==> src/design/timer2_pkg.sv <==
// Package of offsets, fields, reset values and types for the timer block.
package timer2_pkg;
	// Register indices; the byte address is four times the index.
	localparam logic [7:0] IDX_CTRL_A = 8'hB0;
	localparam logic [7:0] IDX_CTRL_B = 8'hB1;
	localparam logic [7:0] IDX_COUNT = 8'hB2;
	localparam logic [7:0] IDX_CMP_A = 8'hB3;
	localparam logic [7:0] IDX_CMP_B = 8'hB4;
	localparam logic [7:0] IDX_ASYNC = 8'hB6;
	localparam logic [7:0] IDX_GEN_CTRL = 8'hC0;
	localparam logic [7:0] IDX_FLAGS = 8'hC1;
	// Field positions in the asynchronous status, general and flag registers.
	localparam int EXT_CLK_BIT = 6;
	localparam int ASYNC_SEL_BIT = 5;
	localparam int PSR_BIT = 0;
	localparam int OVF_BIT = 0;
	// Reset values of the software-visible registers and the prescaler.
	localparam logic [7:0] CTRL_RESET = 8'h00;
	localparam logic [7:0] BYTE_RESET = 8'h00;
	localparam logic [9:0] PRE_RESET = 10'h000;
	// Counter extremes.
	localparam logic [7:0] CNT_MAX = 8'hFF;
	localparam logic [7:0] CNT_BOTTOM = 8'h00;
	// Prescaler tap masks for clock select values 2 to 7.
	localparam logic [9:0] MASK_8 = 10'h007;
	localparam logic [9:0] MASK_32 = 10'h01F;
	localparam logic [9:0] MASK_64 = 10'h03F;
	localparam logic [9:0] MASK_128 = 10'h07F;
	localparam logic [9:0] MASK_256 = 10'h0FF;
	localparam logic [9:0] MASK_1024 = 10'h3FF;
	// Clock select codes.
	localparam logic [2:0] CS_STOP = 3'h0;
	localparam logic [2:0] CS_DIRECT = 3'h1;
	// Waveform modes as {top select, low bits}.
	localparam logic [2:0] WM_NORMAL = 3'h0;
	localparam logic [2:0] WM_PC_FF = 3'h1;
	localparam logic [2:0] WM_CTC = 3'h2;
	localparam logic [2:0] WM_FAST_FF = 3'h3;
	localparam logic [2:0] WM_PC_CMP = 3'h5;
	localparam logic [2:0] WM_FAST_CMP = 3'h7;
	// Control register A layout.
	typedef struct packed {
		logic [1:0] chan_a_output_mode;
		logic [1:0] chan_b_output_mode;
		logic [1:0] rsvd;
		logic [1:0] waveform_mode_low;
	} ctrl_a_s;
	// Control register B layout.
	typedef struct packed {
		logic [1:0] force_rsvd;
		logic [1:0] rsvd;
		logic top_select_mode_bit;
		logic [2:0] clock_select_field;
	} ctrl_b_s;
	// One-hot kind of waveform.
	typedef enum logic [2:0] {
		WAVE_PLAIN = 3'b001,
		WAVE_FAST = 3'b010,
		WAVE_PHASE = 3'b100
	} wave_e;
	// One-hot counting direction.
	typedef enum logic [1:0] {
		DIR_UP = 2'b01,
		DIR_DOWN = 2'b10
	} dir_e;
endpackage : timer2_pkg
==> src/design/timer2_core.sv <==
// Timer 2 clock source, prescaler, counter and waveform control with APB.
//
// Behaviour
// - Reset selects I/O clock, synchronous source.
// - Async select takes source from oscillator pin.
// - Async select detaches both oscillator pins.
// - External clock bit enables external clock buffer when async is selected.
// - Prescaler taps 8 to 1024, direct, stop.
// - Prescaler reset bit clears prescaler count.
// - Nonzero channel A mode overrides pin.
// - Non-PWM A: off, toggle, clear, set.
// - Fast PWM A actions, toggle needs top select.
// - Phase PWM A actions, toggle needs top select.
// - Channel B override and non-PWM actions.
// - Fast PWM B actions, 0,1 reserved.
// - Phase PWM B actions, 0,1 reserved.
// - Fast PWM compare at TOP acts at BOTTOM.
// - Phase PWM compare at TOP acts at TOP.
// - Control A bits 3:2 read zero.
// - Waveform mode sets sequence and TOP.
// - Compare update immediate, TOP or BOTTOM; fast PWM updates at TOP here, never at BOTTOM.
// - Overflow flag at MAX, BOTTOM or TOP.
// - Clock select field encoding 0 to 7.
`timescale 1ns/100ps

// One compare channel: active compare value and its output waveform.
module compare_channel #(
	parameter bit TOGGLE_IN_PWM = 1'b1
) (
	input wire logic clk,
	input wire logic rst_b,
	input wire logic tick,
	input wire logic update,
	input wire logic [7:0] cmp_buf,
	input wire logic [7:0] cnt,
	input wire logic [7:0] top,
	input wire logic [1:0] out_mode,
	input wire timer2_pkg::wave_e wave,
	input wire logic dir_up,
	input wire logic top_sel,
	output logic [7:0] cmp_act,
	output logic pin_val
);
	// A match is seen on a timer tick while the count equals the value.
	wire logic match = tick && (cnt == cmp_act);
	wire logic at_top = tick && (cnt == top);
	// The compare value equals TOP with the high mode bit set.
	wire logic special = out_mode[1] && (cmp_act == top);
	// Toggling in PWM kinds is only allowed on a capable channel.
	wire logic may_toggle = TOGGLE_IN_PWM && top_sel;
	logic next_pin;

	// Output action chosen from waveform kind and output mode.
	always_comb begin
		next_pin = pin_val;
		case (wave)
			timer2_pkg::WAVE_FAST: begin
				if (out_mode == 2'b01) begin
					if (match && may_toggle) begin
						next_pin = ~pin_val;
					end
				end else if (out_mode[1]) begin
					// Wrap to BOTTOM wins over a match at TOP.
					if (at_top) begin
						next_pin = ~out_mode[0];
					end else if (match && !special) begin
						next_pin = out_mode[0];
					end
				end
			end
			timer2_pkg::WAVE_PHASE: begin
				if (out_mode == 2'b01) begin
					if (match && may_toggle) begin
						next_pin = ~pin_val;
					end
				end else if (out_mode[1]) begin
					if (special) begin
						if (at_top) begin
							next_pin = ~out_mode[0];
						end
					end else if (match) begin
						next_pin = dir_up ? out_mode[0] : ~out_mode[0];
					end
				end
			end
			default: begin
				// Non-PWM kinds: toggle, clear or set on match.
				if (match) begin
					case (out_mode)
						2'b01: next_pin = ~pin_val;
						2'b10: next_pin = 1'b0;
						2'b11: next_pin = 1'b1;
						default: next_pin = pin_val;
					endcase
				end
			end
		endcase
	end

	// Active compare register follows the buffer only at update moments.
	always_ff @(posedge clk or negedge rst_b) begin
		if (!rst_b) begin
			cmp_act <= timer2_pkg::BYTE_RESET;
			pin_val <= 1'b0;
		end else begin
			if (update) begin
				cmp_act <= cmp_buf;
			end
			pin_val <= next_pin;
		end
	end
endmodule : compare_channel

// Top of the timer: register slave, clock source, prescaler and counter.
module timer2_core (
	input wire logic CLK,
	input wire logic RST_B,
	input wire logic PSEL,
	input wire logic PENABLE,
	input wire logic PWRITE,
	input wire logic [11:0] PADDR,
	input wire logic [31:0] PWDATA,
	output logic [31:0] PRDATA,
	output logic PREADY,
	output logic PSLVERR,
	input wire logic OSC_PIN_IN,
	output logic OSC_PINS_DETACH,
	output logic OSC_CRYSTAL_EN,
	output logic EXT_CLOCK_BUF_EN,
	output logic COMPARE_OUT_A,
	output logic COMPARE_OUT_A_OVR,
	output logic COMPARE_OUT_B,
	output logic COMPARE_OUT_B_OVR,
	output logic OVERFLOW_FLAG
);
	// Software registers.
	timer2_pkg::ctrl_a_s ctrl_a;
	timer2_pkg::ctrl_b_s ctrl_b;
	logic [7:0] cnt; // Live counter value.
	logic [7:0] cmp_buf_a; // Compare A as written by software.
	logic [7:0] cmp_buf_b; // Compare B as written by software.
	logic async_clock_select;
	logic external_clock_enable;
	logic overflow_flag;
	logic [9:0] prescaler; // Free-running division counter.
	logic osc_prev; // Last sampled oscillator pin level.
	timer2_pkg::dir_e dir; // Phase correct counting direction.
	logic [31:0] read_word;
	logic [7:0] cmp_act_a;
	logic [7:0] cmp_act_b;
	logic [7:0] next_cnt;
	timer2_pkg::dir_e next_dir;

	// Bus phases: registers change only at the completing access edge.
	wire logic setup = PSEL && !PENABLE;
	wire logic access = PSEL && PENABLE;
	wire logic wr = access && PWRITE;
	wire logic [9:0] idx = PADDR[11:2];
	wire logic hit_a = idx == {2'b00, timer2_pkg::IDX_CTRL_A};
	wire logic hit_b = idx == {2'b00, timer2_pkg::IDX_CTRL_B};
	wire logic hit_cnt = idx == {2'b00, timer2_pkg::IDX_COUNT};
	wire logic hit_ca = idx == {2'b00, timer2_pkg::IDX_CMP_A};
	wire logic hit_cb = idx == {2'b00, timer2_pkg::IDX_CMP_B};
	wire logic hit_as = idx == {2'b00, timer2_pkg::IDX_ASYNC};
	wire logic hit_gen = idx == {2'b00, timer2_pkg::IDX_GEN_CTRL};
	wire logic hit_fl = idx == {2'b00, timer2_pkg::IDX_FLAGS};
	wire logic mapped = hit_a || hit_b || hit_cnt || hit_ca || hit_cb ||
		hit_as || hit_gen || hit_fl;
	// Sub-word byte offsets are refused as well.
	wire logic good = mapped && (PADDR[1:0] == 2'b00);
	wire logic [7:0] wbyte = PWDATA[7:0];

	// The slave always answers in the access phase.
	assign PREADY = access;
	assign PSLVERR = access && !good;

	// Read multiplexer; reserved bits and strobe bits read as zero.
	assign read_word =
		hit_a ? {24'h000000, ctrl_a.chan_a_output_mode,
			ctrl_a.chan_b_output_mode, 2'b00,
			ctrl_a.waveform_mode_low} :
		hit_b ? {24'h000000, 4'h0, ctrl_b.top_select_mode_bit,
			ctrl_b.clock_select_field} :
		hit_cnt ? {24'h000000, cnt} :
		hit_ca ? {24'h000000, cmp_buf_a} :
		hit_cb ? {24'h000000, cmp_buf_b} :
		hit_as ? {24'h000000, 1'b0, external_clock_enable,
			async_clock_select, 5'h00} :
		hit_fl ? {31'h00000000, overflow_flag} :
		32'h00000000;

	// Read data is captured in the setup cycle and stands through access.
	always_ff @(posedge CLK or negedge RST_B) begin
		if (!RST_B) begin
			PRDATA <= 32'h00000000;
		end else if (setup && !PWRITE) begin
			PRDATA <= good ? read_word : 32'h00000000;
		end
	end

	// Configuration registers written at the access edge.
	always_ff @(posedge CLK or negedge RST_B) begin
		if (!RST_B) begin
			ctrl_a <= timer2_pkg::CTRL_RESET;
			ctrl_b <= timer2_pkg::CTRL_RESET;
			cmp_buf_a <= timer2_pkg::BYTE_RESET;
			cmp_buf_b <= timer2_pkg::BYTE_RESET;
			async_clock_select <= 1'b0;
			external_clock_enable <= 1'b0;
		end else if (wr && good) begin
			if (hit_a) begin
				ctrl_a <= {wbyte[7:4], 2'b00, wbyte[1:0]};
			end
			if (hit_b) begin
				ctrl_b <= {4'h0, wbyte[3:0]};
			end
			if (hit_ca) begin
				cmp_buf_a <= wbyte;
			end
			if (hit_cb) begin
				cmp_buf_b <= wbyte;
			end
			if (hit_as) begin
				async_clock_select <= wbyte[timer2_pkg::ASYNC_SEL_BIT];
				external_clock_enable <= wbyte[timer2_pkg::EXT_CLK_BIT];
			end
		end
	end

	// Pin control for the oscillator pair.
	assign OSC_PINS_DETACH = async_clock_select;
	// The crystal only runs while no external clock is requested.
	assign OSC_CRYSTAL_EN = async_clock_select && !external_clock_enable;
	assign EXT_CLOCK_BUF_EN = async_clock_select &&
		external_clock_enable;

	// Source tick: every I/O clock, or each rising oscillator pin edge.
	// The pin is taken as synchronous, so a lone edge register suffices;
	// it must run well below the I/O clock for no edge to be missed.
	wire logic osc_rise = OSC_PIN_IN && !osc_prev;
	wire logic src_tick = async_clock_select ? osc_rise : 1'b1;
	wire logic psr_write = wr && good && hit_gen && wbyte[timer2_pkg::PSR_BIT];

	// Prescaler advances on each source tick; a reset write clears it.
	always_ff @(posedge CLK or negedge RST_B) begin
		if (!RST_B) begin
			prescaler <= timer2_pkg::PRE_RESET;
			osc_prev <= 1'b0;
		end else begin
			osc_prev <= OSC_PIN_IN;
			if (psr_write) begin
				prescaler <= timer2_pkg::PRE_RESET;
			end else if (src_tick) begin
				prescaler <= prescaler + 10'h001;
			end
		end
	end

	// Tap mask for the selected ratio; stop gives no tick at all.
	wire logic [2:0] cs = ctrl_b.clock_select_field;
	wire logic [9:0] tap_mask =
		(cs == 3'h2) ? timer2_pkg::MASK_8 :
		(cs == 3'h3) ? timer2_pkg::MASK_32 :
		(cs == 3'h4) ? timer2_pkg::MASK_64 :
		(cs == 3'h5) ? timer2_pkg::MASK_128 :
		(cs == 3'h6) ? timer2_pkg::MASK_256 :
		timer2_pkg::MASK_1024;
	wire logic tap_hit = (prescaler & tap_mask) == tap_mask;
	wire logic timer_tick = (cs == timer2_pkg::CS_STOP) ? 1'b0 :
		(cs == timer2_pkg::CS_DIRECT) ? src_tick :
		(src_tick && tap_hit);

	// Mode decode from the three waveform bits.
	wire logic [2:0] wmode = {ctrl_b.top_select_mode_bit,
		ctrl_a.waveform_mode_low};
	wire logic is_phase = (wmode == timer2_pkg::WM_PC_FF) ||
		(wmode == timer2_pkg::WM_PC_CMP);
	wire logic is_fast = (wmode == timer2_pkg::WM_FAST_FF) ||
		(wmode == timer2_pkg::WM_FAST_CMP);
	wire logic top_from_cmp = (wmode == timer2_pkg::WM_CTC) ||
		(wmode == timer2_pkg::WM_PC_CMP) ||
		(wmode == timer2_pkg::WM_FAST_CMP);
	wire logic [7:0] top = top_from_cmp ? cmp_act_a :
		timer2_pkg::CNT_MAX;
	wire timer2_pkg::wave_e wave = is_fast ? timer2_pkg::WAVE_FAST :
		is_phase ? timer2_pkg::WAVE_PHASE : timer2_pkg::WAVE_PLAIN;
	wire logic dir_up = dir == timer2_pkg::DIR_UP;
	wire logic at_top = timer_tick && (cnt == top);
	wire logic at_bottom_down = timer_tick && !dir_up &&
		(cnt == timer2_pkg::CNT_BOTTOM);
	// Compare updates: immediate, or at TOP in both phase and fast.
	wire logic cmp_update = is_phase ? at_top :
		is_fast ? at_top : 1'b1;

	// Next count and direction per counting sequence.
	always_comb begin
		next_cnt = cnt;
		next_dir = dir;
		if (timer_tick) begin
			if (is_phase) begin
				if (dir_up && (cnt >= top)) begin
					next_dir = timer2_pkg::DIR_DOWN;
					next_cnt = cnt - 8'h01;
				end else if (!dir_up && (cnt == timer2_pkg::CNT_BOTTOM)) begin
					next_dir = timer2_pkg::DIR_UP;
					next_cnt = cnt + 8'h01;
				end else begin
					next_cnt = dir_up ? cnt + 8'h01 : cnt - 8'h01;
				end
			end else if (cnt == top) begin
				next_dir = timer2_pkg::DIR_UP;
				next_cnt = timer2_pkg::CNT_BOTTOM;
			end else begin
				next_dir = timer2_pkg::DIR_UP;
				next_cnt = cnt + 8'h01;
			end
		end
	end

	// Overflow moment per mode group.
	wire logic ovf_event = is_phase ? at_bottom_down :
		(wmode == timer2_pkg::WM_FAST_CMP) ? at_top :
		(timer_tick && (cnt == timer2_pkg::CNT_MAX));
	wire logic ovf_clear = wr && good && hit_fl &&
		wbyte[timer2_pkg::OVF_BIT];

	// Counter, direction and sticky overflow; a software count write wins.
	always_ff @(posedge CLK or negedge RST_B) begin
		if (!RST_B) begin
			cnt <= timer2_pkg::BYTE_RESET;
			dir <= timer2_pkg::DIR_UP;
			overflow_flag <= 1'b0;
		end else begin
			cnt <= (wr && good && hit_cnt) ? wbyte : next_cnt;
			dir <= next_dir;
			// Setting beats clearing in the same cycle.
			overflow_flag <= ovf_event || (overflow_flag && !ovf_clear);
		end
	end
	assign OVERFLOW_FLAG = overflow_flag;

	// Channel A may toggle in PWM kinds; channel B may not.
	compare_channel #(.TOGGLE_IN_PWM(1'b1)) u_chan_a (
		.clk(CLK),
		.rst_b(RST_B),
		.tick(timer_tick),
		.update(cmp_update),
		.cmp_buf(cmp_buf_a),
		.cnt(cnt),
		.top(top),
		.out_mode(ctrl_a.chan_a_output_mode),
		.wave(wave),
		.dir_up(dir_up),
		.top_sel(ctrl_b.top_select_mode_bit),
		.cmp_act(cmp_act_a),
		.pin_val(COMPARE_OUT_A)
	);
	compare_channel #(.TOGGLE_IN_PWM(1'b0)) u_chan_b (
		.clk(CLK),
		.rst_b(RST_B),
		.tick(timer_tick),
		.update(cmp_update),
		.cmp_buf(cmp_buf_b),
		.cnt(cnt),
		.top(top),
		.out_mode(ctrl_a.chan_b_output_mode),
		.wave(wave),
		.dir_up(dir_up),
		.top_sel(ctrl_b.top_select_mode_bit),
		.cmp_act(cmp_act_b),
		.pin_val(COMPARE_OUT_B)
	);

	// Pin override follows any nonzero output mode in every waveform mode.
	assign COMPARE_OUT_A_OVR = |ctrl_a.chan_a_output_mode;
	assign COMPARE_OUT_B_OVR = |ctrl_a.chan_b_output_mode;
endmodule : timer2_core

==> config.mk <==
export PLATFORM = sky130hd
export DESIGN_NAME = timer2_core
export DESIGN_NICKNAME = d
export VERILOG_FILES = /design/src/design/timer2_pkg.sv /design/src/design/timer2_core.sv
export SDC_FILE = /design/constraint.sdc
export NUM_CORES = 1
export LEC_CHECK = 0
export BUFFER_PORTS_ARGS = -buffer_cell sky130_fd_sc_hd__buf_4
export CAP_MARGIN = 30
export CORE_ASPECT_RATIO = 2
export CORE_MARGIN = 2
export CORE_UTILIZATION = 40
export DETAILED_ROUTE_END_ITERATION = 8
export PLACE_DENSITY = 0.57
export SLEW_MARGIN = 40
export SYNTH_ARGS = -nofsm -noshare
export SYNTH_HDL_FRONTEND = slang
export SYNTH_SLANG_ARGS = --single-unit
==> constraint.sdc <==
create_clock -name CLK -period 3.8 [get_ports CLK]
set_input_delay 0.19 -clock CLK [delete_from_list [all_inputs] [get_ports CLK]]
set_output_delay 0.19 -clock CLK [all_outputs]
set_load 0.01 [all_outputs]
After elaboration in Yosys (flattened, before gate mapping)
Cells that the tools add are included.
W data, S select, Z words.

word-level totals
  ROM bits = 0
  word-level logic and storage cells = 208
  memories kept = 0
  bits in writable memories = 0
  latch bits = 0
  output and inout port bits = 42
  register bits = 100
  input port bits = 50

cells by class
  equality and inequality tests = 48
  magnitude comparators = 1
  $add $sub $neg = 3
  div/mod/pow operators = 0
  reductions and logical operators = 70
  shifts and indexed selects = 0
  mux-type cells = 62
  bitwise gates (word level) = 5
  multipliers = 0

operators by type and width
  kind                     number
  $mux W8                  14
  $eq A10 B8 Y1 const B    8
  $mux W10                 7
  $eq A8 B8 Y1             5
  $mux W1                  31
  $logic_and A1 B1 Y1      30
  $eq A3 B3 Y1 const B     6
  $eq A3 B2 Y1 const B     5
  $logic_or A1 B1 Y1       12
  $reduce_and A2 Y1        6
  $add A10 B1 Y10 const B  1
  $and A10 B10 Y10         1
  $eq A10 B10 Y1           1
  $reduce_bool A5 Y1       2
  $logic_not A1 Y1         9
  $ne A3 B2 Y1 const B     3
  $reduce_and A9 Y1        1
  $add A8 B1 Y8 const B    1
  $eq A2 B2 Y1 const B     4
  $eq A8 B8 Y1 const B     1
  $ge A8 B8 Y1             1
  $logic_not A8 Y1         1
  $ne A2 B2 Y1 const B     4
  $sub A8 B1 Y8 const B    1
  19 further kinds         34

Logic depth before layout (Yosys ltp)
Gate-level depths: netlist of run 1.

  depth after elaboration = 18
  depth in mapped cells = 13
  mapped depth without buffers = 11

Hierarchy
From an unflattened synthesis of run 1, not the netlist that was laid out.

second synthesis, totals
  cell total of the unflattened synthesis = 590
  area, all modules = 5476.5 um^2

modules (own cells, without submodules)
  module                      area an instance (um^2)  sequential area each (um^2)  cells an instance  times used
  timer2_core                 3916.3                   1452.6                       423                1
  compare_channel (u_chan_a)  795.8                    225.2                        88                 1
  compare_channel (u_chan_b)  764.5                    225.2                        79                 1

Worst setup path before layout of run 1
Ideal clock, no wire load.

  path type = register to register
  start point = register ctrl_b[3] (netlist bit)
  end point = register cnt[6]
  library setup time = 130 ps
  period minus slack after synthesis = 3294 ps
  arrival = 3164 ps
  buffers on the path = 2
  slack = 506 ps
  stages on the path, launching flop included = 14
  cell sequence = dfrtp_1 -> buf_6 -> or3b_4 -> and2_1 -> buf_2 -> or2_2 -> ha_1 -> nand2b_1 -> a221oi_1 -> o21ai_1 -> nand2_2 -> mux2_2 -> o31ai_1 -> o22ai_1

between the ends
  longest elaborated chain between the ends = 10

ends and longest elaborated chain
  item                                                 line                                                        RTL
  from (decl)                                          timer2_core.sv:138                                          timer2_pkg::ctrl_b_s ctrl_b;
  from (signal assigned)                               timer2_core.sv:205                                          ctrl_b <= timer2_pkg::CTRL_RESET;
  from (signal assigned)                               timer2_core.sv:215                                          ctrl_b <= {4'h0, wbyte[3:0]};
  $eq A3 B2 Y1 / $eq A3 B3 Y1 (equally long branches)  timer2_core.sv:280, timer2_core.sv:277, timer2_core.sv:281
  $logic_or A1 B1 Y1                                   timer2_core.sv:280                                          wire logic top_from_cmp = (wmode == timer2_pkg::WM_CTC) ||
  $logic_or A1 B1 Y1                                   timer2_core.sv:281                                          (wmode == timer2_pkg::WM_PC_CMP) ||
  $mux W8                                              timer2_core.sv:283                                          wire logic [7:0] top = top_from_cmp ? cmp_act_a :
  $ge A8 B8 Y1                                         timer2_core.sv:301                                          if (dir_up && (cnt >= top)) begin
  $logic_and A1 B1 Y1                                  timer2_core.sv:301
  $mux W8                                              timer2_core.sv:301
  $mux W8 (*)                                          timer2_core.sv:300                                          if (is_phase) begin
  $mux W8 (*)                                          timer2_core.sv:299                                          if (timer_tick) begin
  $mux W8 (*)                                          timer2_core.sv:334                                          cnt <= (wr && good && hit_cnt) ? wbyte : next_cnt;
  to (signal assigned)                                 timer2_core.sv:330                                          cnt <= timer2_pkg::BYTE_RESET;
  to (signal assigned)                                 timer2_core.sv:334
  to (decl)                                            timer2_core.sv:139                                          logic [7:0] cnt;

Mark *: on every way between the ends. The rest lies on a longest branch, timed or not. The select of a mux whose other input is x is not followed.
A chain may end at the register's enable or synchronous reset.

Worst setup path in the final report of run 1
  start point = register ctrl_a[0] (netlist bit)
  end point = register cnt[6]

between the ends
  longest elaborated chain between the ends = 10

ends and longest elaborated chain
  item                                                 line                                                        RTL
  from (decl)                                          timer2_core.sv:137                                          timer2_pkg::ctrl_a_s ctrl_a;
  from (signal assigned)                               timer2_core.sv:204                                          ctrl_a <= timer2_pkg::CTRL_RESET;
  from (signal assigned)                               timer2_core.sv:212                                          ctrl_a <= {wbyte[7:4], 2'b00, wbyte[1:0]};
  $eq A3 B2 Y1 / $eq A3 B3 Y1 (equally long branches)  timer2_core.sv:280, timer2_core.sv:277, timer2_core.sv:281
  $logic_or A1 B1 Y1                                   timer2_core.sv:280
  $logic_or A1 B1 Y1                                   timer2_core.sv:281
  $mux W8                                              timer2_core.sv:283
  $ge A8 B8 Y1                                         timer2_core.sv:301
  $logic_and A1 B1 Y1                                  timer2_core.sv:301
  $mux W8                                              timer2_core.sv:301
  $mux W8 (*)                                          timer2_core.sv:300
  $mux W8 (*)                                          timer2_core.sv:299
  $mux W8 (*)                                          timer2_core.sv:334

Marked as above.

==> results.cfg, run 1 <==
[sta]
tightest_slew_ns = 0.742
tns_ns = 0
fmax_ghz = 0.283
fin_hold_ws_ns = 0.0908
slew_viol_final = 0
setup_viol = 0
timing.final.crit_period_ns = 3.53
relSlewSlack_pct = 50.5
post-route-period-util_pct = 92.9
final_hold_viol_count = 0
rsz0062_at_grt = no
finalClockSkew_ns = 0.00748

[final_layout]
nets = 661
syn2layout_area_growth_pct = 12.6
fill_cells = 1268
drive_gt1_share_pct = 21.1
regArea_sq_mm = 0.00190
multi_input_area_sq_mm = 0.00299
antenna_cells = 0

[worst_hold_path]
hold_path.class = in2reg
hold_path_end = cnt[7]$_DFFE_PN0P_
min_path_cells = 3
hp-start = PWDATA[7]

[clock_tree]
path_clk_slew_ns = 0.06
cts_setup_buffers = 0
cts_resized = 0
cts_hold_buf = 2
cts_tree = yes
cts_buffer_depth = 2
clkSinkCount = 76
htree_levels = 3
clockRootBuffer = clkbuf_16
insertion_delay_ns = 0.34
cts_made_buffers = 9

[yosys]
synthTopCellsByArea = dfrtp_1 36%, mux2_2 8.0%, buf_4 3.6%
syn_area_per_cell_sq_um = 9.25
yosysTopAreaCell = dfrtp_1
post-synth-top-count-cell = dfrtp_1
synth_cell_types = 83
synth_fa_ha_area_share_pct = 3.12
async_reset_ff_share_pct = 100
ys_ff_latch = 76
yosys_warnings = 0
synth_sequential_area_ratio_pct = 36.5
yosysTopAreaCellShare_pct = 36.0
synthMuxAreaShare_pct = 10.3
synthTopCellsByCount = 75 x dfrtp_1, 49 x nor2_1, 47 x nand2_1, 37 x mux2_2, 27 x o21ai_0
syn_area_sq_mm = 0.00522
syn_inst = 564
synth_top_family_by_area = simple AND/OR/NAND/NOR gates
synth_xor_area_share_pct = 4.53
synth_compound_area_share_pct = 17.4
synthFlopType = dfrtp_1
synth-simple-area-share_pct = 20.2
synth-edff-count = 0

[setup_path]
path_class = reg2reg
startpoint_type = flop
timing.rr.start = ctrl_a[0]$_DFFE_PN0P_
timing.rr.end = cnt[6]$_DFFE_PN0P_
worstPathMaxFanout = 11
r2r_setup_slack_ns = 0.27
worst-r2r-cell-count = 11
required_ns = 4.01
worstPathArrival_ns = 3.74
end_kind = flop

[route]
drtIter0Drc = 317
drcViolationCount = 0
drtAntennaViolNets = 0
wl_per_cell_um = 19.6
wirelength_mm = 14.8
first_pass_iters = 7
routed-via-count = 4319
via_per_inst = 5.72

[floorplanning]
start_util_pct = 40.6
dieArea_sq_mm = 0.0140
die_w_um = 84.7
core_area_sq_mm = 0.0128
die_h_um = 165
ios = 92
row_count = 59

[global_route]
grt_pass1_wl_mm = 23.7
grt_start_max_net_pins = 77
grtUsageMet2_pct = 35.6
grt_busiest_layer = met2
antenna_found_initial = 0
grt_pass1_vias = 4235
grt_usage_pct = 22.0
overflow = 0
grt_use_met1_pct = 28.8
grt_use_met3_pct = 3.28

[power_and_ir_drop]
power_density_mw_per_mm2 = 327
peakVddDrop_v = 0.000235
power.static_leakage_nw = 2.70

[placed_design]
dp_hpwl_mm = 11.1
gp_congestion = 0.886
port_buffers = 43

[job]
maxCapViolCount = 0

[run_status]
status = complete, no violations
-- where the power goes --
part | internal [mW] | switching (mW)
logic | 0.0700 | 0.104
clock network | 0.513 | 0.355
registers | 0.844 | 0.0355
total | 1.43 | 0.495
-- worst max-delay path by stage --
stage / from / endpoint / slack [ns] / cells past startpoint
4_1_cts: ctrl_a[0]$_DFFE_PN0P_ / cnt[6]$_DFFE_PN0P_ / 0.29 / 11
6_report: ctrl_a[0]$_DFFE_PN0P_ / cnt[6]$_DFFE_PN0P_ / 0.27 / 11
3_5_place_dp: ctrl_a[0]$_DFFE_PN0P_ / cnt[6]$_DFFE_PN0P_ / 0.31 / 11
5_1_grt: ctrl_a[0]$_DFFE_PN0P_ / cnt[6]$_DFFE_PN0P_ / 0.11 / 11
3_3_place_gp: ctrl_a[0]$_DFFE_PN0P_ / cnt[6]$_DFFE_PN0P_ / 0.36 / 11
2_1_floorplan: ctrl_b[3]$_DFFE_PN0P_ / cnt[6]$_DFFE_PN0P_ / 0.51 / 13
-- cell usage in the layout (no fill, tap or decap), types with 4 or more instances in the layout --
cell type,n
ha_1,13
a311oi_1,5
inv_1,22
and3_1,12
a211oi_1,5
dfrtp_1,75
a21oi_1,20
nor2_1,49
nand2b_1,7
a31oi_1,4
and2_1,8
xor2_1,11
o2111ai_1,4
nor2b_1,7
mux2i_1,12
or2_2,4
o31ai_1,4
nand3_1,8
buf_4,51
o22ai_1,4
a21o_1,7
clkbuf_16,9
nand4_1,14
o21ai_0,27
mux2_2,37
nand2_1,47
nor3_1,12
a221oi_1,4
xnor2_1,16
conb_1,24
or3_1,4
-- state kept, by name (all words and copies together), names as in the netlist, 2 cells and up --
name              flops
prescaler            10
PRDATA                8
cmp_buf_a             8
cmp_buf_b             8
cnt                   8
u_chan_a.cmp_act      8
u_chan_b.cmp_act      8
ctrl_a                6
cs                    3
dir                   2
-- metal layers --
layer  wire length (um)  up-vias
met5                  0        -
met4                535        0
met3                633       37
met2               7170      148
met1               6470     2060
li1                   -     2074
-- worst max-delay path, cell delays in order (launching register included) --
cell      delay, ns
dfrtp_1        0.37
or3b_4         0.47
and2_1         0.28
or2_2          0.32
ha_1           0.28
nand2b_1       0.15
a221oi_1       0.42
o21ai_1        0.17
nand2_2        0.24
mux2_2         0.37
o31ai_1        0.21
o22ai_1        0.10
-- cell families (layout without fill, tap and decap cells) --
logic type / count (synthesis) / in the layout
AO/OA/AOI/OAI: 125 / 125
multiplexers: 49 / 49
AND/OR/NAND/NOR: 197 / 197
other: 1 / 24
XOR/XNOR: 27 / 27
flip-flops: 76 / 76
buffers and inverters: 76 / 92
adder cells (fa/ha/maj): 13 / 13
-- per-stage QoR --
stage	util, %	setup WS, ns	std cells	total power [mW]	cell area (sq um)
after global routing	45.7	0.108	755	2.00	5870
after floorplan	-	0.506	587	1.01	5300
final	45.7	0.269	755	1.92	5870
after global placement	43.3	0.356	737	1.06	5560
after CTS	45.7	0.291	755	1.94	5870
after detailed placement	43.3	0.309	737	1.07	5560
-- final cells by class --
cell class	count	area share [%]
Multi-Input combinational cell	435	50.9
Sequential cell	76	32.4
Clock buffer	11	3.96
Inverter	22	1.41
Clock inverter	5	1.04
Timing Repair Buffer	54	7.05
Tap cell	152	3.24
Note: power is estimated with default switching activity, not from simulation.
==> run 2, diff against run 1 <==
--- a/config.mk
+++ b/config.mk
@@ -7,12 +7,15 @@
 export LEC_CHECK = 0
 export BUFFER_PORTS_ARGS = -buffer_cell sky130_fd_sc_hd__buf_4
 export CAP_MARGIN = 30
+export CELL_PAD_IN_SITES_DETAIL_PLACEMENT = 1
+export CELL_PAD_IN_SITES_GLOBAL_PLACEMENT = 2
 export CORE_ASPECT_RATIO = 2
 export CORE_MARGIN = 2
-export CORE_UTILIZATION = 40
+export CORE_UTILIZATION = 35
 export DETAILED_ROUTE_END_ITERATION = 8
-export PLACE_DENSITY = 0.57
+export PLACE_DENSITY = 0.77
 export SLEW_MARGIN = 40
 export SYNTH_ARGS = -nofsm -noshare
 export SYNTH_HDL_FRONTEND = slang
+export SYNTH_HIERARCHICAL = 1
 export SYNTH_SLANG_ARGS = --single-unit
==> run 2 against run 1 <==
Effect of this change:
- worst hold slack worse by 0.011 ns
- synthesized cell count up 4.6%
- global-route usage down 0.074 points
- sequential power down 6.8%
- final area up 6.8%
- highest routed layer unchanged
- sequential share of layout area down 2.0 points
- combinational power down 45%
- register-to-register slack better by 0.28 ns
==> results.cfg, run 2 <==
[run_status]
status = complete, no violations

[power_and_ir_drop]
p_int_mw = 1.37
seqPwrFrac_pct = 45.7
p_sw_share_pct = 23.5
peakVddDrop_v = 0.000341
combPwrFrac_pct = 5.3
clock_power_share_pct = 48.9
switchingPower_mw = 0.421
power_density_mw_per_mm2 = 286
power.static_leakage_nw = 2.79
finalPower_mw = 1.79

[final_layout]
drive_gt1_share_pct = 20.4
antenna_cells = 0
layout_commonest_cell = dfrtp_1
regArea_sq_mm = 0.00190
regMostFlops = prescaler
multi_input_area_sq_mm = 0.00328
nets = 704
largest_register_ffs = 10
fill_cells = 1795
syn2layout_area_growth_pct = 14.5
final_cell_mix = 75 x dfrtp_1, 55 x buf_4, 47 x nor2_1
design_area_sq_mm = 0.00627

[placed_design]
gp_congestion = 0.919
dp_hpwl_mm = 13.7
port_buffers = 43
placed_area_sq_mm = 0.00595

[setup_path]
cp_common_cell = buf_4
path_cells = nor3b_1 > a21oi_1 > buf_4 > or2_2 > inv_1 > ha_1 > and3_1 > a221oi_1 > o21a_1 > buf_4 > nor2_2 > o31ai_1 > o211ai_1 > o21ai_1
path_class = reg2reg
max_stage_delay_ns = 0.49
critPathBufInv = 3
end_kind = flop
slowest_stage = dfrtp_1
worstPathMaxFanout = 10
worstPathArrival_ns = 3.51
path_delay_family = compound AO/OA/AOI/OAI gates
required_ns = 4.06
startpoint_type = flop

[floorplanning]
die_w_um = 92.5
ios = 92
start_util_pct = 35.8
die_h_um = 181
dieArea_sq_mm = 0.0167
core_area_sq_mm = 0.0153
row_count = 64

[global_route]
grt_pass1_vias = 5096
grt_pass1_wl_mm = 27.9
overflow = 0
grt_start_max_net_pins = 77
grt_usage_pct = 21.9
antenna_found_initial = 0

[clock_tree]
insertion_delay_ns = 0.35
cts_tree = yes
path_clk_slew_ns = 0.06
clockRootBuffer = clkbuf_16
clkSinkCount = 76
cts_buffer_depth = 2
cts_made_buffers = 9
htree_levels = 3
cts_setup_buffers = 0

[route]
first_pass_iters = 4
drcViolationCount = 0
wl_per_cell_um = 20.7
drtIter0Drc = 188
drtAntennaViolNets = 0
wirelength_mm = 17.4
routed-via-count = 4650
via_per_inst = 5.51

[sta]
post-route-period-util_pct = 85.6
final_hold_viol_count = 0
timing.final.crit_period_ns = 3.25
relSlewSlack_pct = 48.7
finalClockSkew_ns = 0.00864
fmax_ghz = 0.307
setup_viol = 0
tightest_slew_ns = 0.769
slew_viol_final = 0
rsz0062_at_grt = no
tns_ns = 0
fin_hold_ws_ns = 0.0798

[yosys]
synthTopCellsByArea = dfrtp_1 34%, mux2_2 6.2%, xnor2_1 5.3%
async_reset_ff_share_pct = 100
syn_area_per_cell_sq_um = 9.28
synth-edff-count = 0
post-synth-top-count-cell = dfrtp_1
synthFlopType = dfrtp_1
synth_sequential_area_ratio_pct = 34.7
syn_area_sq_mm = 0.00548
syn_inst = 590
ys_ff_latch = 76
synthTopCellsByCount = 75 x dfrtp_1, 47 x nor2_1, 46 x nand2_1, 33 x xnor2_1, 30 x mux2_2
yosysTopAreaCell = dfrtp_1
yosys_warnings = 6
yosysTopAreaCellShare_pct = 34.3
synth_cell_types = 82

[worst_hold_path]
hold_path.class = in2reg

[job]
maxCapViolCount = 0
-- run 2: cells by family after synthesis --
group	Yosys count	synth area share, %
adder cells (fa/ha/maj)	13	2.97
other	1	0.0685
multiplexers	53	10.7
AND/OR/NAND/NOR	203	19.9
flip-flops	76	34.7
XOR/XNOR	60	9.60
buffers and inverters	65	6.88
AO/OA/AOI/OAI	119	15.2
-- run 2: final cells by class --
class,count,area share (%)
timing repair buffer,58,7.08
tap,198,3.95
sequential,76,30.3
inverter,24,1.44
clock inverter,6,1.02
clock buffer,10,3.81
multi-input combinational,472,52.4
-- run 2: power groups by stage --
stage	Sequential [mW]	Clock (mW)	Combinational (mW)
2_1_floorplan	0.832	0	0.0583
3_3_place_gp	0.834	0	0.0923
3_5_place_dp	0.834	0	0.0945
4_1_cts	0.819	0.907	0.0969
5_1_grt	0.819	0.939	0.106
6_report	0.819	0.876	0.0956
-- run 2: metrics by stage --
stage	cells	worst slack (ns)	utilization (%)
after floorplan	613	0.897	-
after global placement	826	0.579	38.9
after detailed placement	826	0.583	38.9
after CTS	844	0.555	41.0
after global routing	844	0.283	41.0
final	844	0.547	41.0
-- run 2: final timing paths --
path	from	endpoint	slack, ns	cells after the start
worst max-delay path	ctrl_a[1]$_DFFE_PN0P_	cnt[2]$_DFFE_PN0P_	0.55	14
max in group asynchronous	RST_B	cnt[0]$_DFFE_PN0P_	2.85	2
worst min register to register	dir[1]$_DFFE_PN0P_	dir[1]$_DFFE_PN0P_	0.48	1
min in group asynchronous	RST_B	PRDATA[7]$_DFFE_PN0P_	0.42	2
worst min-delay path	PWDATA[2]	cmp_buf_a[2]$_DFFE_PN0P_	0.08	2
worst max register to register	ctrl_a[1]$_DFFE_PN0P_	cnt[2]$_DFFE_PN0P_	0.55	14
-- run 2: per-layer routing --
metal / vias up / share of wire, % / routed length (um) / GRT usage (%)
li1: 2176 / - / - / -
met1: 2340 / 36 / 6220 / 22.2
met2: 101 / 57 / 9970 / 41.9
met3: 33 / 2.8 / 488 / 3.42
met4: 0 / 4.4 / 772 / 10.8
met5: - / 0 / 0 / 0
-- run 2: timing repair --
action / CTS / global route
resized for setup: 0 / 0
hold buffers: 2 / 0
endpoints found under the hold margin: 76 / 0
==> run 3, diff against run 2 <==
--- a/config.mk
+++ b/config.mk
@@ -11,9 +11,10 @@
 export CELL_PAD_IN_SITES_GLOBAL_PLACEMENT = 2
 export CORE_ASPECT_RATIO = 2
 export CORE_MARGIN = 2
-export CORE_UTILIZATION = 35
+export CORE_UTILIZATION = 38
 export DETAILED_ROUTE_END_ITERATION = 8
-export PLACE_DENSITY = 0.77
+export PLACE_DENSITY = 0.83
+export REMOVE_ABC_BUFFERS = 1
 export SLEW_MARGIN = 40
 export SYNTH_ARGS = -nofsm -noshare
 export SYNTH_HDL_FRONTEND = slang
==> constraint.sdc (replaced) <==
create_clock -name CLK -period 4.1 [get_ports CLK]
set_input_delay 0.205 -clock CLK [delete_from_list [all_inputs] [get_ports CLK]]
set_output_delay 0.205 -clock CLK [all_outputs]
set_load 0.01 [all_outputs]
==> run 3 against run 2 <==
Effect of this change:
- non-clock buffer count decreased by 5
- wire length fell by 3.8%
- clock-buffer cell count is 1 higher
- global-route usage up 1.0 points
- critical path depth shrank 2
- final cell count down 1.3%
- clock power decreased by 1%
- critical endpoint is now cnt[3]$_DFFE_PN0P_
==> results.cfg, run 3 (same netlist as run 2, synthesis figures left out) <==
[floorplanning]
core_area_sq_mm = 0.0142
die_h_um = 174
row_count = 62
die_w_um = 88.9
start_util_pct = 38.6
ios = 92
dieArea_sq_mm = 0.0154

[setup_path]
path_class = reg2reg
end_kind = flop
worstPathArrival_ns = 3.75
worstPathMaxFanout = 8
startpoint_type = flop
required_ns = 4.30

[placed_design]
gp_congestion = 0.853
dp_hpwl_mm = 12.4
port_buffers = 43

[clock_tree]
path_clk_slew_ns = 0.06
cts_resized = 0
clkSinkCount = 76
cts_buffer_depth = 2
insertion_delay_ns = 0.34
clockRootBuffer = clkbuf_16
htree_levels = 3
cts_tree = yes
cts_made_buffers = 9

[route]
wl_met3_um = 513
drtIter0Drc = 211
wl_met1_mm = 7.00
drcViolationCount = 0
drtAntennaViolNets = 0
met2WireLength_mm = 8.73
wl_per_cell_um = 20.2
wirelength_mm = 16.8
via_per_inst = 5.59
routed-via-count = 4657
first_pass_iters = 4
top_layer_used = met4

[final_layout]
layout_commonest_cell = dfrtp_1
drive_gt1_share_pct = 19.8
fill_cells = 1689
nets = 699
syn2layout_area_growth_pct = 14.0
regMostFlops = prescaler
final_cell_mix = 75 x dfrtp_1, 50 x buf_4, 47 x nor2_1
largest_register_ffs = 10
antenna_cells = 0

[sta]
final_hold_viol_count = 0
tns_ns = 0
rsz0062_at_grt = no
slew_viol_final = 0
tightest_slew_ns = 0.720
relSlewSlack_pct = 52.0
fin_hold_ws_ns = 0.0898
setup_viol = 0
timing.final.crit_period_ns = 3.55
post-route-period-util_pct = 86.5
finalClockSkew_ns = 0.0102
fmax_ghz = 0.282

[run_status]
status = complete, no violations

[global_route]
antenna_found_initial = 0
overflow = 0
grt_pass1_wl_mm = 27.0
grt_pass1_vias = 4956
grt_usage_pct = 22.9
grt_start_max_net_pins = 77

[power_and_ir_drop]
peakVddDrop_v = 0.000220
power_density_mw_per_mm2 = 274
power.static_leakage_nw = 2.77

[job]
maxCapViolCount = 0

[worst_hold_path]
hold_path.class = in2reg
run 3: power breakdown:
group / switching [mW] / internal (mW) / total, mW
logic: 0.0582 / 0.0288 / 0.0870
registers: 0.00486 / 0.754 / 0.759
clock network: 0.350 / 0.514 / 0.864
run 3: area by class of cell:
type	count	area, sq um	area share [%]
sequential	76	1900	30.5
tap	192	240	3.85
multi-input combinational	472	3280	52.6
timing repair buffer	53	407	6.51
clock inverter	5	67.6	1.08
clock buffer	11	253	4.05
inverter	24	90.1	1.44
run 3: repair_timing:
action | CTS | global route
hold buffers | 2 | 0
setup buffers | 0 | 0
hold endpoints to repair | 76 | 0
run 3: routing by layer:
| layer | global-route usage (%) | vias up |
|---|---|---|
| li1 | - | 2172 |
| met1 | 29.0 | 2366 |
| met2 | 38.2 | 91 |
| met3 | 3.71 | 28 |
| met4 | 8.65 | 0 |
| met5 | 0 | - |
run 3: critical path: stages, from the launching register on:
cell       delay (ns)
dfrtp_1          0.45
nor3b_1          0.17
a21oi_1          0.43
or2_2            0.29
inv_1            0.06
ha_1             0.26
and3_1           0.19
a221oi_1         0.44
o21a_1           0.21
nor2_1           0.08
mux2i_1          0.13
a2111oi_0        0.54
a21oi_1          0.14
run 3: per-stage QoR:
stage          cells  area (sq um)  util (%)  setup WS (ns)  total power [mW]
2_1_floorplan    572          5280         -          0.606             0.802
3_3_place_gp     815          5900      41.6          0.638             0.857
3_5_place_dp     815          5900      41.6          0.576             0.858
4_1_cts          833          6240      44.0          0.536              1.73
5_1_grt          833          6240      44.0          0.220              1.76
6_report         833          6240      44.0          0.553              1.71
run 3: final timing paths:
| path | start | end | slack (ns) | cells past startpoint |
|---|---|---|---|---|
| max in group asynchronous | RST_B | cnt[5]$_DFFE_PN0P_ | 3.13 | 2 |
| setup / recovery | ctrl_a[1]$_DFFE_PN0P_ | cnt[3]$_DFFE_PN0P_ | 0.55 | 12 |
| setup reg to reg | ctrl_a[1]$_DFFE_PN0P_ | cnt[3]$_DFFE_PN0P_ | 0.55 | 12 |
| min in group asynchronous | RST_B | PRDATA[7]$_DFFE_PN0P_ | 0.47 | 2 |
| hold reg to reg | PRDATA[7]$_DFFE_PN0P_ | PRDATA[7]$_DFFE_PN0P_ | 0.48 | 2 |
| hold / removal | PWDATA[7] | cmp_buf_a[7]$_DFFE_PN0P_ | 0.09 | 2 |
